$ cat config.mk
export PLATFORM = sky130hd
export DESIGN_NAME = gate_ctrl
export DESIGN_NICKNAME = d
export VERILOG_FILES = /design/src/core/gate_ctrl_pkg.sv /design/src/core/phase_pwm.sv /design/src/core/gate_ctrl.sv
export SDC_FILE = /design/constraint.sdc
export NUM_CORES = 1
export LEC_CHECK = 0
export BUFFER_PORTS_ARGS = -buffer_cell sky130_fd_sc_hd__buf_4
export CAP_MARGIN = 15
export CORE_AREA = 5 5 174 176
export CTS_CLUSTER_SIZE = 14
export DETAILED_ROUTE_END_ITERATION = 6
export DIE_AREA = 0 0 179 181
export RECOVER_POWER = 100
export SLEW_MARGIN = 40
export SYNTH_ARGS = -nofsm -noshare
export SYNTH_HDL_FRONTEND = slang
export SYNTH_SLANG_ARGS = --single-unit
export TNS_END_PERCENT = 1
$ cat constraint.sdc
create_clock -name clock -period 6.1 [get_ports clock]
set_clock_uncertainty 0.1 [all_clocks]
set_input_delay 0.305 -clock clock [delete_from_list [all_inputs] [get_ports clock]]
set_output_delay 0.305 -clock clock [all_outputs]
set_load 0.005 [all_outputs]
$ cat src/core/gate_ctrl_pkg.sv
// Purpose: Shared constants and types for the inverter command controller
// Assumes: 200 MHz clock, 5 ns period
// Notes:   Times are kept in their printed units; cycle counts derive from them
package gate_ctrl_pkg;
    localparam int CLK_MHZ          = 200;               // Clock rate in MHz
    localparam int DEAD_NS          = 1500;              // Least dead time
    localparam int MIN_PULSE_NS     = 500;               // Least command pulse
    localparam int MIN_PERIOD_US    = 50;                // Carrier at most 20 kHz
    localparam int SD_LEVEL_NS      = 3000;              // Least shutdown level
    localparam int REACT_US         = 20;                // Silencing deadline budget
    localparam int RESTART_MS       = 2000;              // Least wait after a fault
    // Cycle counts, least times rounded up
    localparam int DEAD_CYC         = (DEAD_NS * CLK_MHZ + 999) / 1000;
    localparam int MIN_PULSE_CYC    = (MIN_PULSE_NS * CLK_MHZ + 999) / 1000;
    localparam int MIN_PERIOD_CYC   = MIN_PERIOD_US * CLK_MHZ;
    localparam int SD_LEVEL_CYC     = (SD_LEVEL_NS * CLK_MHZ + 999) / 1000;
    localparam int REACT_CYC        = REACT_US * CLK_MHZ;
    localparam longint RESTART_CYC  = longint'(RESTART_MS) * 1000 * CLK_MHZ;
    localparam int PHASES           = 3;                 // Inverter phases
    localparam int DUTY_W           = 16;                // Width of duty requests

    // Command pair of one phase set
    typedef struct packed {
        logic [PHASES-1:0] upper_switch_command;
        logic [PHASES-1:0] lower_switch_command;
    } gate_cmd_t;

    // Controller states, one-hot
    typedef enum logic [3:0] {
        ST_IDLE   = 4'b0001,
        ST_RUN    = 4'b0010,
        ST_FAULT  = 4'b0100,
        ST_WAIT   = 4'b1000
    } ctrl_state_t;
endpackage : gate_ctrl_pkg

$ cat src/core/phase_pwm.sv
// Purpose: One phase of complementary PWM with dead time and pulse floor
// Assumes: Shared carrier count from the parent, one clock
// Notes:   Both outputs low whenever enable is low
`timescale 1ns/100ps
`default_nettype none
module phase_pwm
    import gate_ctrl_pkg::*;
#(
    parameter int CNT_W = 16
) (
    input  wire logic             clock,
    input  wire logic             rst_b,
    input  wire logic             enable,
    input  wire logic [CNT_W-1:0] carrier,
    input  wire logic [CNT_W-1:0] duty,
    output logic                  upper_q,
    output logic                  lower_q
);
    logic [CNT_W-1:0] dead_q;            // Dead-time counter
    logic [CNT_W-1:0] hold_q;            // Pulse-width counter
    logic             want_up;           // Raw comparator, high side wanted
    logic             busy;              // Any timer still running
    logic             cur_up;            // Present high-side state
    logic             change;            // Requested state differs

    assign want_up = enable && (carrier < duty);
    assign busy    = (dead_q != '0) || (hold_q != '0);
    assign cur_up  = upper_q;
    assign change  = (want_up != cur_up) || (!want_up && !lower_q && enable);

    // Switch only after both timers expire; off edge starts dead time
    always_ff @(posedge clock) begin
        if (!rst_b || !enable) begin
            upper_q <= 1'b0;
            lower_q <= 1'b0;
            dead_q  <= CNT_W'(DEAD_CYC);
            hold_q  <= '0;
        end else if (upper_q || lower_q) begin
            if (hold_q != '0) begin
                hold_q <= hold_q - 1'b1;
            end else if (change) begin
                upper_q <= 1'b0;                              // Both off first
                lower_q <= 1'b0;
                dead_q  <= CNT_W'(DEAD_CYC);
            end
        end else if (dead_q != '0) begin
            dead_q <= dead_q - 1'b1;
        end else if (!busy) begin
            upper_q <= want_up;                               // Only one side at once
            lower_q <= !want_up;
            hold_q  <= CNT_W'(MIN_PULSE_CYC);
        end
    end
endmodule : phase_pwm
`default_nettype wire

$ cat src/core/gate_ctrl.sv
// Purpose: Controller driving a three-phase gate driver through its pins
// Assumes: 200 MHz clock; fault line is open-drain with external pull-up
// Notes:   Registers are plain ports; no bus
// Summary of operation
// High command level turns its switch on
// Insert at least 1.5 us dead time
// Every command pulse at least 0.5 us; enable going low ends a pulse early
// Carrier no faster than 20 kHz
// Command outputs always actively driven
// Strap low: device holds 8 ms; bench model holds 16000 cycles, 80 us
// Strap high: device holds 34 us
// Device pulls fault line on protections
// Low fault line forces lower switches off
// Device releases fault after hold time
// Idle device leaves fault line released
// Fault line is interrupt; stop all phases
// Silence all commands within hold time
// Budget 20 us to silence commands
// Wait two seconds before restarting
// Shutdown request forces lower switches off
// Shutdown levels last at least 3 us
// Reduce or stop drive when hot
// Upper gate follows command edges
// Overcurrent needs 0.5 us blanking
// Overvoltage holds fault 31 us more
// Never both commands; all low at reset
// Synchronise fault, latch until cleared
`timescale 1ns/100ps
`default_nettype none
module gate_ctrl
    import gate_ctrl_pkg::*;
#(
    parameter int     PERIOD_CYC  = MIN_PERIOD_CYC,      // Carrier period in cycles
    parameter longint RESTART_CNT = RESTART_CYC,         // Restart wait in cycles
    parameter int     REACT_CNT   = REACT_CYC            // Silencing deadline
) (
    input  wire logic                   clock,
    input  wire logic                   rst_b,
    input  wire logic                   run_req,
    input  wire logic                   shutdown_req,
    input  wire logic                   over_temp,
    input  wire logic                   fault_clear,
    input  wire logic [PHASES*DUTY_W-1:0] duty,
    input  wire logic                   fault_shutdown_line_in,
    output logic                        fault_shutdown_line_out,
    output logic                        fault_shutdown_line_oe,
    output gate_cmd_t                   cmd,
    output logic                        fault_flag,
    output logic                        running,
    output logic                        restart_ready,
    output logic                        react_late
);
    localparam int CW = 16;                              // Carrier counter width

    ctrl_state_t      state_q, state_d;                  // Controller state
    logic             fsync1_q, fsync2_q, fprev_q;       // Fault line synchroniser
    logic             fault_q;                           // Sticky fault event
    logic [CW-1:0]    carrier_q;                         // Shared carrier count
    logic [63:0]      wait_q;                            // Restart wait counter
    logic [31:0]      react_q;                           // Silencing deadline counter
    logic [31:0]      sd_q;                              // Shutdown level timer
    logic             sd_drive_q;                        // Shutdown pull active
    logic             fault_fall;                        // Falling edge seen
    logic             pwm_en;                            // Phases allowed to switch
    logic             line_low;                          // Synchronised low level
    logic [PHASES-1:0] up_w, lo_w;                       // Phase outputs

    // Width-safe carrier limit
    function automatic logic [CW-1:0] lim(input int v);
        lim = CW'(v - 1);
    endfunction : lim

    assign line_low   = !fsync2_q;
    assign fault_fall = fprev_q && !fsync2_q;            // Edge from synced copy only
    assign pwm_en     = (state_q == ST_RUN) && !line_low && !over_temp;

    // Two-flop synchroniser; first flop read only by second
    always_ff @(posedge clock) begin
        if (!rst_b) begin
            fsync1_q <= 1'b1;
            fsync2_q <= 1'b1;
            fprev_q  <= 1'b1;
        end else begin
            fsync1_q <= fault_shutdown_line_in;
            fsync2_q <= fsync1_q;
            fprev_q  <= fsync2_q;
        end
    end

    // Sticky fault; set wins over clear. Our own shutdown pull is not a fault.
    always_ff @(posedge clock) begin
        if (!rst_b) begin
            fault_q <= 1'b0;
        end else if (fault_fall && !sd_drive_q) begin
            fault_q <= 1'b1;
        end else if (fault_clear) begin
            fault_q <= 1'b0;
        end
    end

    // Carrier sawtooth, period never under 50 us
    always_ff @(posedge clock) begin
        if (!rst_b || carrier_q >= lim(PERIOD_CYC)) begin
            carrier_q <= '0;
        end else begin
            carrier_q <= carrier_q + 1'b1;
        end
    end

    // Next-state selection
    always_comb begin
        state_d = state_q;
        case (state_q)
            ST_IDLE:  if (run_req && !fault_q) state_d = ST_RUN;
            ST_RUN:   if (fault_q) state_d = ST_FAULT;
                      else if (!run_req) state_d = ST_IDLE;
            ST_FAULT: state_d = ST_WAIT;                 // Commands already dropped
            ST_WAIT:  if (wait_q == '0 && !fault_q) state_d = ST_IDLE;
            default:  state_d = ST_IDLE;
        endcase
    end

    // State register
    always_ff @(posedge clock) begin
        if (!rst_b) begin
            state_q <= ST_IDLE;
        end else begin
            state_q <= state_d;
        end
    end

    // Restart wait loads in the fault state and counts down from the edge that leaves it
    always_ff @(posedge clock) begin
        if (!rst_b) begin
            wait_q <= '0;
        end else if (state_q == ST_FAULT) begin
            wait_q <= 64'(RESTART_CNT);
        end else if (wait_q != '0) begin
            wait_q <= wait_q - 1'b1;
        end
    end

    // Deadline watch: commands must be silent within 20 us of fault
    always_ff @(posedge clock) begin
        if (!rst_b || !line_low) begin
            react_q    <= '0;
            react_late <= 1'b0;
        end else begin
            if (react_q < 32'(REACT_CNT)) begin
                react_q <= react_q + 1'b1;
            end
            if (react_q == 32'(REACT_CNT) && (cmd != '0)) begin
                react_late <= 1'b1;
            end
        end
    end

    // Shutdown request: each level held at least 3 us
    always_ff @(posedge clock) begin
        if (!rst_b) begin
            sd_drive_q <= 1'b0;
            sd_q       <= '0;
        end else if (sd_q != '0) begin
            sd_q <= sd_q - 1'b1;
        end else if (shutdown_req != sd_drive_q) begin
            sd_drive_q <= shutdown_req;
            sd_q       <= 32'(SD_LEVEL_CYC);
        end
    end

    // Open-drain: only ever pull low
    assign fault_shutdown_line_out = 1'b0;
    assign fault_shutdown_line_oe  = sd_drive_q;

    // Three phases sharing the carrier
    genvar g;
    generate
        for (g = 0; g < PHASES; g++) begin : g_phase
            phase_pwm #(
                .CNT_W   (CW)
            ) u_phase (
                .clock   (clock),
                .rst_b   (rst_b),
                .enable  (pwm_en),
                .carrier (carrier_q),
                .duty    (duty[g*DUTY_W +: DUTY_W]),
                .upper_q (up_w[g]),
                .lower_q (lo_w[g])
            );
        end
    endgenerate

    // Outputs driven from flops in the phases, never floating
    assign cmd.upper_switch_command = up_w;
    assign cmd.lower_switch_command = lo_w;
    assign fault_flag    = fault_q;
    assign running       = (state_q == ST_RUN);
    assign restart_ready = (state_q == ST_IDLE) && !fault_q;
endmodule : gate_ctrl
`default_nettype wire

==> summary.txt <==
Status
  – Run status: finished with violations
  – Failing checks: capacitance limit, slew limit

Detailed routing
  – Routed WL: 26670 um
  – # DRC: 0
  – Via density: 5.220
  – Wire per inst: 13.45 um
  – Antenna-violating nets left: 0
  – TritonRoute pass-1 iters: 5
  – Vias: 10351
  – DRT iter0 DRCs: 466

GRT
  – Total GRT Usage: 16.20%
  – Pin count of the biggest net entering global routing: 53
  – Initial antenna violation count: 0
  – Number of global-route vias before repair: 9656
  – Total gr overflow: 0
  – First-pass GRT wire length: 45650 um

Critical path
  – FF-to-FF Start: state_q[1]$_SDFFE_PN0P_
  – Crit path capture: g_phase[2].u_phase.dead_q[10]$_SDFFE_PP0P_
  – Slowest cell delay on critical path: 1.51 ns
  – Kind of critical path: in2reg
  – Slowest-stage cell, CP: clkbuf_1
  – CP most frequent cell: clkbuf_1
  – Critical path's top delay family: buffers and inverters
  – Worst EP required: 6.34 ns
  – Crit path DAT: 4.75 ns
  – RR Endpoint: g_phase[2].u_phase.dead_q[2]$_SDFFE_PP1P_
  – CP Buf/Inv Count: 5
  – CP Depth: 7
  – Crit. End Element: register
  – CP Cell Sequence: dlygate4sd3_1 > clkbuf_1 > inv_1 > clkbuf_1 > or3_1 > clkbuf_1 > o22ai_1
  – Register-to-register setup slack: 1.89 ns
  – Startpoint types: input pin
  – Critical path peak fanout: 48
  – Critical path origin: rst_b
  – Worst r2r path cells: 7

STA
  – Final hold vios: 0
  – Setup TNS: 0 ns
  – Max-slew headroom: -41.15%
  – F_max: 221.4 MHz
  – Final cycle utilization of the critical path: 74.04%
  – Slew Limit Fails: 91
  – Clock period minus worst slack: between 4 and 5 ns
  – Hold WS: 0.3602 ns
  – Worst slew pin tran: 2.117 ns
  – Final setup fails: 0
  – Unrepaired setup endpoints after global routing: false

Clocking
  – Buffers inserted by post-CTS timing repair: 0
  – Clock transition at path regs: 0.06 ns
  – Inserted Clock Buffers: 29
  – CTS tree: yes
  – CTS root buf: clkbuf_16
  – Number of H-tree levels: 1
  – Sink Count: between 200 and 300
  – Skew-Pair Late Insertion Delay: roughly 0.54 ns
  – Cells resized by post-CTS repair: 0
  – Clock Path Buffers: 3

Cells and area
  – Design area: approximately 0.014 sq mm
  – N_diodes: 0
  – Number of nets in the layout: 1689
  – Finished Core Util: around half
  – Commonest non-fill, non-tap cell in the layout: dfxtp_1
  – Most frequent cells in the layout: dfxtp_1, nor2_1, nand2_1
  – Area grow syn2layout: 14.50%
  – Share of layout cells above drive strength 1: 8.443%

Synthesis
  – Area of the mapped netlist: 0.01257 sq mm
  – Synth top area cells: dfxtp_1, nor2_1, ha_1, xnor2_1, xor2_1
  – Register area share after synthesis: 40.78%
  – Cell variety after synth: 66
  – Main flop type after synthesis: dfxtp_1
  – Top cell type's share of synthesized area: 40.78%
  – Synth Instances: 1521
  – Synth Register Bits: 256
  – Synth async-reset ratio: 0%
  – Yosys warnings: 0
  – Post-synth EDFFs: 0
  – Synth area leader: dfxtp_1
  – Syn Area/Cell: about 8.3 sq um

Floorplanning
  – Site Rows: 62
  – Die area: around 0.032 sq mm
  – DIE WIDTH: 179 um
  – Die Ht: 181 um
  – Ports: 67
  – Core ar.: 0.02847 sq mm
  – Initial Util: around 44%

Power and ir drop
  – Total power: 5.931 mW
  – Max VDD drop: 0.2354 mV
  – PD cells: approximately 400 mW/mm^2
  – Pleak: 5.745 nW

Job
  – Max Cap Violations: 2

Placed design
  – Cell Area, Placed: 0.01338 sq mm
  – RD Place Congestion: 0.8061
  – Final HPWL DP: between 15000 and 20000 um
  – Port bufs: 65

Worst hold path
  – Hold Crit Class: reg2reg
where the power goes:
part | switching, mW | total [mW] | leakage (nW) | internal (mW)
registers | 0.246 | 2.19 | 2.07 | 1.94
logic | 1.11 | 1.95 | 3.19 | 0.838
clock network | 0.693 | 1.79 | 0.486 | 1.10
layer usage:
layer	GRT usage, %	vias up	share of wire, %
li1	-	5414	-
met1	22.47	4775	49
met2	26.92	122	46
met3	1.965	40	2.7
met4	3.746	0	2.2
met5	0	-	0
worst register-to-register path: stages (launching register included):
cell	delay, ns
dfxtp_1	0.44
or4b_2	0.68
or2_2	0.36
nor2_1	0.57
clkbuf_1	0.84
o21ai_0	0.63
a211oi_1	0.36
a41oi_1	0.06
sequential cells by signal, summed over array words and instances (netlist names):
register and flops:
g_phase.u_phase.lower_q 3, sd_q 32, carrier_q 16, fault_flag 1, fault_shutdown_line_oe 1, g_phase.u_phase.dead_q 48, state_q 4, fprev_q 1
fsync2_q 1, wait_q 64, react_late 1, fsync1_q 1, g_phase.u_phase.upper_q 3, react_q 32, g_phase.u_phase.hold_q 48
synth_stat cells, drive strengths merged, types with 10 or more instances:
master	number
dfxtp	256
nor2	249
nand2	111
a21oi	89
inv	79
xnor2	74
xor2	64
ha	57
nor3	56
nor4	50
o21ai	46
or3	46
clkbuf	44
nand3	40
a31oi	27
and2	26
or4	26
nand2b	21
a21o	11
buf	10
repair_timing:
item / in CTS / in global routing
endpoints found under the hold margin: 9 / 0
hold buffers: 6 / 0
setup endpoints to repair: 0 / 0
kinds of logic (layout without fill, tap and decap cells):
logic type,after synthesis,after routing,share of synthesized area [%]
AOI/OAI and AO/OA,229,229,11.12
xor gates and xnor gates,138,138,9.618
adders and majority gates,57,57,5.675
buffers and inverters,133,209,4.201
DFF,256,256,40.78
muxes,6,6,0.4879
other,1,3,0.02984
and+or+nand+nor,701,701,28.09
metrics by stage:
stage | cells | setup slack, ns
floorplan | 1523 | 2.889
global placement | 1924 | 2.634
detailed placement | 1924 | 2.516
CTS | 1983 | 2.522
global route | 1983 | 1.149
finish | 1983 | 1.584
cell type report:
| type | instances | area (sq um) |
|---|---|---|
| fillers | 2783 | 14080 |
| multi-input cells | 1134 | 6935 |
| flip-flops and latches | 256 | 5125 |
| clock buffers | 37 | 805.8 |
| repair buffers | 77 | 551.8 |
| well taps | 384 | 480.5 |
| inverters | 79 | 296.5 |
| clock inverters | 16 | 193.9 |
worst min path at each step:
stage	end	cells after the start	slack (ns)	from
after floorplan	fsync2_q$_SDFF_PN1_	1	0.29	fsync1_q$_SDFF_PN1_
after global placement	react_q[18]$_SDFFE_PP0N_	1	0.34	react_q[18]$_SDFFE_PP0N_
after detailed placement	react_q[20]$_SDFFE_PP0N_	1	0.34	react_q[20]$_SDFFE_PP0N_
after CTS	g_phase[1].u_phase.dead_q[11]$_SDFFE_PP0P_	6	0.29	over_temp
after global routing	g_phase[2].u_phase.hold_q[6]$_SDFFE_PP0P_	2	0.38	g_phase[2].u_phase.hold_q[6]$_SDFFE_PP0P_
final	react_q[14]$_SDFFE_PP0N_	1	0.36	react_q[14]$_SDFFE_PP0N_
No activity file was read; power rests on OpenSTA's default activity.
